### config.mk
export PLATFORM = sky130hd
export DESIGN_NAME = cpc_clock_gen
export DESIGN_NICKNAME = d
export VERILOG_FILES = /design/src/verilog/cpc_pkg.sv /design/src/verilog/cpc_divider.sv /design/src/verilog/cpc_step_edge.sv /design/src/verilog/cpc_clock_gen.sv
export VERILOG_INCLUDE_DIRS = /design/src /design/src/verilog
export SDC_FILE = /design/constraint.sdc
export NUM_CORES = 1
export LEC_CHECK = 0
export BUFFER_PORTS_ARGS = -buffer_cell sky130_fd_sc_hd__buf_2
export CORE_MARGIN = 4
export CORE_UTILIZATION = 48
export DETAILED_ROUTE_END_ITERATION = 10
export PLACE_DENSITY = 0.73
export REMOVE_ABC_BUFFERS = 1
export SYNTH_ARGS = -nofsm -noshare
export SYNTH_HDL_FRONTEND = slang
export SYNTH_SLANG_ARGS = --single-unit
### constraint.sdc
create_clock -name sys_clk -period 1.6 [get_ports sys_clk]
set_input_delay 0.32 -clock sys_clk [delete_from_list [all_inputs] [get_ports sys_clk]]
set_output_delay 0.32 -clock sys_clk [all_outputs]
set_load 0.02 [all_outputs]
### src/verilog/cpc_regs.svh
// constants for the processor phase clock generator
`ifndef CPC_REGS_SVH
`define CPC_REGS_SVH

`define CPC_OSC_DIV        4
`define CPC_BASIC_NS       90
`define CPC_MICROCYCLE_NS  270
`define CPC_RING_STAGES    (`CPC_MICROCYCLE_NS / `CPC_BASIC_NS)
`define CPC_P0_BIT         0
`define CPC_P1_BIT         1
`define CPC_P2_BIT         2
`define CPC_RING_RESET     3'h1
`define CPC_PEND_DP        0
`define CPC_PEND_SEQ       1
`define CPC_PEND_REG       2

`endif

### src/verilog/cpc_pkg.sv
// types for the processor phase clock generator
package cpc_pkg;

	typedef enum logic [1:0] {
		CPC_MAINT = 2'h0,
		CPC_RUN   = 2'h1,
		CPC_STALL = 2'h3
	} cpc_mode_t;

	typedef struct packed {
		logic memory_request;
		logic cpu_grant;
		logic decode_cycle_flag;
		logic prefetch_wait_enable;
		logic prefetch_not_valid;
		logic data_request;
		logic memory_busy;
	} cpc_mem_status_t;

	typedef struct packed {
		logic ucode_reg_step_request;
		logic upc_step_request;
		logic full_step_request;
	} cpc_step_t;

	typedef struct packed {
		logic ucode_reg_load_clock;
		logic sequencer_clock;
		logic datapath_phase_clock;
	} cpc_phase2_t;

endpackage

### src/verilog/cpc_divider.sv
// divide-by-n tick and square basic clock
`timescale 1ns/1ps
`include "cpc_regs.svh"
module cpc_divider #(
	parameter int DIV = `CPC_OSC_DIV
) (
	// clock and reset
	input  wire logic sys_clk,
	input  wire logic rst_n,
	// outputs
	output logic      tick,
	output logic      basic_clock
);
	localparam int CW = $clog2(DIV);

	logic [CW-1:0] count;

	always_ff @(posedge sys_clk) begin
		if (!rst_n) begin
			count <= '0;
		end else if (count == CW'(DIV - 1)) begin
			count <= '0;
		end else begin
			count <= count + CW'(1);
		end
	end

	always_ff @(posedge sys_clk) begin
		if (!rst_n) begin
			tick <= 1'b0;
		end else begin
			tick <= (count == CW'(DIV - 1));
		end
	end

	always_ff @(posedge sys_clk) begin
		if (!rst_n) begin
			basic_clock <= 1'b0;
		end else begin
			basic_clock <= (count < CW'(DIV / 2));
		end
	end
endmodule // cpc_divider

### src/verilog/cpc_step_edge.sv
// rising-edge detection of the console step requests
`timescale 1ns/1ps
module cpc_step_edge #(
	parameter int N = 3
) (
	// clock and reset
	input  wire logic         sys_clk,
	input  wire logic         rst_n,
	// requests
	input  wire logic         enable,
	input  wire logic [N-1:0] req,
	// one-cycle pulses
	output logic      [N-1:0] pulse
);
	logic [N-1:0] req_prev;

	genvar i;
	generate
		for (i = 0; i < N; i++) begin : g_edge
			always_ff @(posedge sys_clk) begin
				if (!rst_n) begin
					req_prev[i] <= 1'b0;
				end else begin
					req_prev[i] <= req[i];
				end
			end
			assign pulse[i] = enable & req[i] & ~req_prev[i];
		end
	endgenerate
endmodule // cpc_step_edge

### src/verilog/cpc_clock_gen.sv
// processor phase clock generator with run, step and stall gating
`timescale 1ns/1ps
`include "cpc_regs.svh"
module cpc_clock_gen
	import cpc_pkg::*;
#(
	parameter int OSC_DIV = `CPC_OSC_DIV
) (
	// clock and reset
	input  wire logic            sys_clk,
	input  wire logic            rst_n,
	// console control
	input  wire logic            cpu_run,
	input  wire cpc_step_t       step_req,
	// stall sources
	input  wire logic            store_refresh_request,
	input  wire logic            cs_parity_error,
	input  wire cpc_mem_status_t mem_status,
	// free-running clocks
	output logic                 basic_clock,
	output logic                 phase_zero_clock,
	output logic                 phase_one_clock,
	// gated third-phase clocks
	output cpc_phase2_t          phase2,
	// status
	output logic                 clock_stall,
	output logic                 maint_mode,
	output logic                 parity_interrupt
);

	logic        tick;
	logic [2:0]  ring;
	logic [2:0]  step_pulse;
	logic [2:0]  pend;
	logic [2:0]  next_pend;
	logic [2:0]  fire;
	logic        refr_prev;
	logic        refr_pend;
	logic        slot;
	logic        mem_stall;
	logic        hard_stall;
	cpc_mode_t   mode;
	cpc_mode_t   next_mode;

	// basic clock divider
	cpc_divider #(
		.DIV         (OSC_DIV)
	) u_div (
		.sys_clk     (sys_clk),
		.rst_n       (rst_n),
		.tick        (tick),
		.basic_clock (basic_clock)
	);

	// step request edges, only while run is low
	cpc_step_edge #(
		.N       (3)
	) u_step (
		.sys_clk (sys_clk),
		.rst_n   (rst_n),
		.enable  (~cpu_run),
		.req     (step_req),
		.pulse   (step_pulse)
	);

	// three-stage ring, advances once per basic clock
	always_ff @(posedge sys_clk) begin
		if (!rst_n) begin
			ring <= `CPC_RING_RESET;
		end else if (tick) begin
			ring <= {ring[1:0], ring[2]};
		end
	end

	always_ff @(posedge sys_clk) begin
		if (!rst_n) begin
			phase_zero_clock <= 1'b0;
			phase_one_clock  <= 1'b0;
		end else begin
			phase_zero_clock <= ring[`CPC_P0_BIT];
			phase_one_clock  <= ring[`CPC_P1_BIT];
		end
	end

	// a phase-two slot opens on the tick that leaves phase one
	assign slot = tick & ring[`CPC_P1_BIT];

	// memory interaction stalls
	always_comb begin
		mem_stall = 1'b0;
		if (mem_status.memory_request && !mem_status.cpu_grant) begin
			mem_stall = 1'b1;
		end
		if (mem_status.decode_cycle_flag
			&& !mem_status.memory_request
			&& mem_status.prefetch_wait_enable
			&& mem_status.prefetch_not_valid
			&& mem_status.memory_busy) begin
			mem_stall = 1'b1;
		end
		if (mem_status.data_request && mem_status.memory_busy) begin
			mem_stall = 1'b1;
		end
	end

	assign hard_stall = cs_parity_error | mem_stall;

	// refresh request caught on its rising edge, spent at one slot
	always_ff @(posedge sys_clk) begin
		if (!rst_n) begin
			refr_prev <= 1'b0;
		end else begin
			refr_prev <= store_refresh_request;
		end
	end

	always_ff @(posedge sys_clk) begin
		if (!rst_n) begin
			refr_pend <= 1'b0;
		end else if (store_refresh_request && !refr_prev) begin
			refr_pend <= 1'b1;
		end else if (slot) begin
			refr_pend <= 1'b0;
		end
	end

	// which third-phase clocks fire at this slot
	always_comb begin
		fire = 3'h0;
		if (cpu_run) begin
			if (!refr_pend && !hard_stall) begin
				fire = 3'h7;
			end
		end else if (!refr_pend) begin
			fire[`CPC_PEND_SEQ] = pend[`CPC_PEND_SEQ];
			fire[`CPC_PEND_REG] = pend[`CPC_PEND_REG];
			fire[`CPC_PEND_DP]  = pend[`CPC_PEND_DP] & ~hard_stall;
		end
	end

	// pending steps: new requests win over a clear in the same cycle
	always_comb begin
		next_pend = pend;
		if (slot) begin
			next_pend = pend & ~fire;
		end
		if (step_pulse[0]) begin
			next_pend = 3'h7;
		end
		if (step_pulse[1]) begin
			next_pend[`CPC_PEND_SEQ] = 1'b1;
		end
		if (step_pulse[2]) begin
			next_pend[`CPC_PEND_REG] = 1'b1;
		end
		if (cpu_run) begin
			next_pend = 3'h0;
		end
	end

	always_ff @(posedge sys_clk) begin
		if (!rst_n) begin
			pend <= 3'h0;
		end else begin
			pend <= next_pend;
		end
	end

	// gated third-phase outputs, held for the whole third stage
	always_ff @(posedge sys_clk) begin
		if (!rst_n) begin
			phase2 <= '0;
		end else if (slot) begin
			phase2.datapath_phase_clock <= fire[`CPC_PEND_DP];
			phase2.sequencer_clock      <= fire[`CPC_PEND_SEQ];
			phase2.ucode_reg_load_clock <= fire[`CPC_PEND_REG];
		end else if (tick) begin
			phase2 <= '0;
		end
	end

	// operating mode
	always_comb begin
		case (mode)
			CPC_MAINT: next_mode = cpu_run ? CPC_RUN : CPC_MAINT;
			CPC_RUN: begin
				if (!cpu_run) begin
					next_mode = CPC_MAINT;
				end else if (hard_stall || refr_pend) begin
					next_mode = CPC_STALL;
				end else begin
					next_mode = CPC_RUN;
				end
			end
			CPC_STALL: begin
				if (!cpu_run) begin
					next_mode = CPC_MAINT;
				end else if (!hard_stall && !refr_pend) begin
					next_mode = CPC_RUN;
				end else begin
					next_mode = CPC_STALL;
				end
			end
			default: next_mode = CPC_MAINT;
		endcase
	end

	always_ff @(posedge sys_clk) begin
		if (!rst_n) begin
			mode <= CPC_MAINT;
		end else begin
			mode <= next_mode;
		end
	end

	assign maint_mode = (mode == CPC_MAINT);

	always_ff @(posedge sys_clk) begin
		if (!rst_n) begin
			clock_stall      <= 1'b0;
			parity_interrupt <= 1'b0;
		end else begin
			clock_stall      <= hard_stall;
			parity_interrupt <= cs_parity_error;
		end
	end
endmodule // cpc_clock_gen

==> Word level (Yosys, flattened, before mapping) <==
Index checks and enable logic that the tools add are counted.
{ "totals": {"ff_bits": 24, "output_inout_bits": 9, "input_bits": 15} }
{ "op_classes": {"n_reduce_logical": 22, "bitwise": 17, "n_addsub": 1, "muxes": 20, "n_eq_ne": 3, "order_cmp": 1} }
{ "ops": {"columns": ["cell", "n"], "rows": [
  ["$mux W3", 7],
  ["$and A1 B1 Y1", 8],
  ["$logic_and A1 B1 Y1", 8],
  ["$mux W1", 8],
  ["$mux W2", 4],
  ["$not A1 Y1", 6],
  ["$pmux W2 S3", 1],
  ["$reduce_bool A2 Y1", 3],
  ["$reduce_bool A3 Y1", 2],
  ["$logic_not A1 Y1", 5],
  ["$eq A2 B2 Y1 const B", 2],
  ["$reduce_or A2 Y1", 2],
  ["$and A3 B3 Y3", 1],
  ["$not A3 Y3", 1],
  ["$add A2 B1 Y2 const B", 1],
  ["$eq A2 B1 Y1 const B", 1],
  ["$logic_not A2 Y1", 1],
  ["$lt A2 B2 Y1 const B", 1],
  ["$logic_or A1 B1 Y1", 1],
  ["$or A1 B1 Y1", 1]
]} }

==> Longest topological paths before layout <==
{ "depth": {"depth_word": 17, "ltp_mapped": 4} }

==> Hierarchy <==
Synthesis repeated with hierarchy kept, for this count alone.
{ "unflattened": {"cells_unflattened": 81, "hier_area_um2": 872.1} }
{ "modules_own_cells": {"columns": ["module", "area_per_inst_um2", "n_inst", "cells_each"], "rows": [
  ["cpc_clock_gen", 639.4, 1, 63],
  ["cpc_divider", 127.6, 1, 9],
  ["cpc_step_edge", 105.1, 1, 9]
]} }

==> Worst setup path after synthesis <==
No wires, ideal clock.
{ "synth_path": {"path_type": "flip-flop to flip-flop", "startpoint": "reg u_div.tick", "endpoint": "reg phase2[1] (netlist name)", "synth_period_minus_slack_ps": 1240, "t_arrival_ps": 1180, "path_stages_with_launch": 5, "setup_time_ps": 59, "setup_slack_ps": 360, "t_required_ps": 1541, "path_cell_list": "dfxtp_1 -> nand2_2 -> or3_4 -> nor4_4 -> a221o_1"} }
{ "synth_via": {"elab_chain_cells": 2} }
{ "synth_rtl": {"columns": ["item", "line_no", "text"], "rows": [
  ["start, declared", "cpc_divider.sv:11", "output logic tick,"],
  ["start signal, assigned", "cpc_divider.sv:32", "tick <= (count == CW'(DIV - 1));"],
  ["$and A1 B1 Y1", "cpc_clock_gen.sv:86", "assign slot = tick & ring[`CPC_P1_BIT];"],
  ["$mux W3 or $reduce_bool A2 Y1 (tied branches)", null, null],
  ["end, declared", "cpc_clock_gen.sv:24", "output cpc_phase2_t phase2,"]
]} }
Parallel ways exist; a longest one is shown, timed or not.
A chain may end at the register's enable or synchronous reset.

==> Worst setup path after layout <==
{ "layout_path": {"startpoint": "reg u_div.tick", "endpoint": "reg phase2[2] (netlist name)"} }
Same word-level chain as after synthesis.

==> results.cfg <==
[drt]
drc_errors = 0
avgViaCountPerCell = 5.092
avgRoutedWirePerCell_um = 11.78
ant_nets = 0
first_pass_iters = 3
drt_iter0_markers = 9
vias = 611
drt-total-wl_um = 1413

[timing]
tightestPinTransition_ns = 0.4594
slew_headroom_pct = 69.17
post-route-period-util_pct = 84.10
finalSetupTns_ns = 0
rsz0062_at_grt = no
setup-violations-final = 0
slew_violations = 0
min_period_ns = 1.346
hold_violations = 0
worst_slack_ns = 0.2545
fmax_mhz = 743.2
fin_skew_ns = 0.005428

[power_and_ir_drop]
leakagePower_nw = 0.4350
ir_drop_uv = 833.1
power_density_nw_per_um2 = 986.1
p_total_w = 0.0009895

[clocking]
cts_hold_buffers = 0
cts_tree = yes
clkLatencyLatePin_ns = 0.30
clk_pin_slew_ns = 0.11
cts_made_buffers = 3
clock_path_buffers = 2
postCtsResizedCells = 0
cts_root_buffer = clkbuf_4
cts.sinks = 24
htreeDepth = 1
post_cts_buffers = 0

[critical_path]
path_class = reg -> reg
cp_max_fo = 6
setup.reg_to_reg.worst_slack_ns = 0.25
r2r.worst_path.cells = 4
required_ns = 1.85
end_kind = register
cpPeakStageDelay_ns = 0.44
start_kind = register
crit_chain = nand2_2 > or3_4 > nor4_4 > a221o_1
crit_slowest_cell = dfxtp_1
arrival_ns = 1.59
rr_endpoint = phase2[2]$_SDFFE_PN0P_
r2r_start = u_div.tick$_SDFF_PN0_

[grt]
grt_pass1_wl_um = 2477
grt_pass1_vias = 567
antenna_found_initial = 0
grt_max_degree = 14
grt-ovfl-total = 0
grtUsageTotal_pct = 12.84

[floorplan]
initial_utilization_pct = 53.65
die_h_um = 49.98
core_area_um2 = 1577
die_w_um = 49.98
dieArea_um2 = 2498
num_rows = 14
ios = 24

[yosys]
synth_ff_type = dfxtp_1
ys_warn_count = 0
async_flop_share_pct = 0
synth.top_cell.area_share_pct = 56.80
yosysUniqueCellTypes = 29
synthCells = 79
synth-edff-count = 0
synth_area_per_cell_um2 = 10.71
ys_seq_area_share_pct = 56.80
yosysMostFrequentCell = dfxtp_1
synth_common_cells = dfxtp_1, and2_1, nand2b_1, nor2b_1
ys_ff_latch = 24
yosysTopAreaCell = dfxtp_1
synth_area_leaders = dfxtp_1, and2_1, nand2b_1
syn-cell-area_um2 = 845.8

[min_path]
hp-class = in -> reg
hold_depth = 2
hp-start = step_req[0]
whs_endpoint = u_step.req_prev[0]$_SDFF_PN0_

[cells_and_area]
layout.nets = 122
insertedDiodeCount = 0
fin_util_pct = 63.65
drive_above_1_share_pct = 28.85
syn_to_final_growth_pct = 18.64

[place]
hpwl_um = 1125
port_buffers = 23
place_ws_ns = 0.2813
routabilityCongestion = 0.7778

[run_status]
status = finished, final reports clean

[flow_run]
drv_cap = 0
cell type report:
class                      count  area, µm²
clock buffer                   3      22.52
timing repair buffer          24      122.6
sequential                    24      480.5
inverter                       2      7.507
multi-input combinational     51      350.3
fill                         150      573.1
tap                           16      20.02
sequential cells by signal, indices dropped and copies added, names as in the netlist:
name               flops
phase_one_clock        1
parity_interrupt       1
refr_pend              1
ring                   3
u_div.count            2
phase_zero_clock       1
u_step.req_prev        3
u_div.tick             1
pend                   3
phase2                 3
mode                   2
refr_prev              1
u_div.basic_clock      1
clock_stall            1
worst max-delay path by stage:
stage                          start                     end  slack [ns]  cells past startpoint
6_report       u_div.tick$_SDFF_PN0_  phase2[2]$_SDFFE_PN0P_        0.25                      4
5_1_grt        u_div.tick$_SDFF_PN0_  phase2[1]$_SDFFE_PN0P_        0.13                      4
4_1_cts        u_div.tick$_SDFF_PN0_  phase2[1]$_SDFFE_PN0P_        0.26                      4
3_5_place_dp           mem_status[0]  phase2[1]$_SDFFE_PN0P_        0.28                      5
3_3_place_gp           mem_status[0]  phase2[2]$_SDFFE_PN0P_        0.30                      5
2_1_floorplan  u_div.tick$_SDFF_PN0_  phase2[1]$_SDFFE_PN0P_        0.36                      4
critical path, delay by kind of cell, from the launching register on:
family | cells | cell delay [ns]
compound gates | 1 | 0.14
flops | 1 | 0.44
simple gates | 3 | 0.71
through the flow:
step | hold WS, ns | instance area [µm²] | instances
5_1_grt | 0.2291 | 1003 | 120
6_report | 0.2278 | 1003 | 120
3_5_place_dp | 0.4174 | 980.9 | 117
2_1_floorplan | 0.3819 | 838.3 | 77
4_1_cts | 0.2201 | 1003 | 120
3_3_place_gp | 0.4107 | 980.9 | 117
report_power, final:
| group | internal [W] | leakage (nW) | switching [W] | total, W |
|---|---|---|---|---|
| clock network | 0.0000877 | 0.0138 | 0.000153 | 0.000241 |
| registers | 0.000629 | 0.198 | 0.0000156 | 0.000645 |
| logic | 0.0000494 | 0.223 | 0.0000545 | 0.000104 |
| total | 0.000766 | 0.435 | 0.000223 | 0.000989 |
cells by family after synthesis:
| group | Yosys count | synth area share, % |
|---|---|---|
| buf+inv | 4 | 1.776 |
| simple gates | 33 | 25.45 |
| compound gates | 15 | 12.13 |
| fa+ha+maj | 1 | 1.479 |
| flops | 24 | 56.80 |
| mux | 2 | 2.367 |
layer usage:
metal / vias up / GRT usage [%] / part of all wire (%)
met5: - / 0 / 0
met4: 0 / 2.765 / 0.78
met3: 2 / 5.422 / 4.7
met2: 15 / 21.37 / 49
met1: 269 / 15.26 / 45
li1: 325 / - / -
layout by cell type (no fill, tap or decap):
cell type,synthesis,layout
and2_1,8,8
nand2b_1,5,5
buf_4,0,1
nor2_1,2,2
o21ai_0,2,2
nor4_1,1,1
clkbuf_4,0,3
nor2b_1,4,4
a221o_1,2,2
o21a_1,1,1
and3b_1,1,1
nand2_2,1,1
a21oi_1,3,3
nand2_1,3,3
dfxtp_1,24,24
buf_2,0,23
inv_1,2,2
o31a_1,1,1
a22o_1,1,1
o21ai_1,1,1
nor3_1,3,3
a31oi_1,2,2
nor4_4,1,1
nand4_1,1,1
ha_1,1,1
a21boi_0,1,1
or3_4,1,1
mux2i_1,2,2
nor3b_1,1,1
o31ai_1,1,1
and2b_1,1,1
Note: power is estimated with default switching activity, not from simulation.
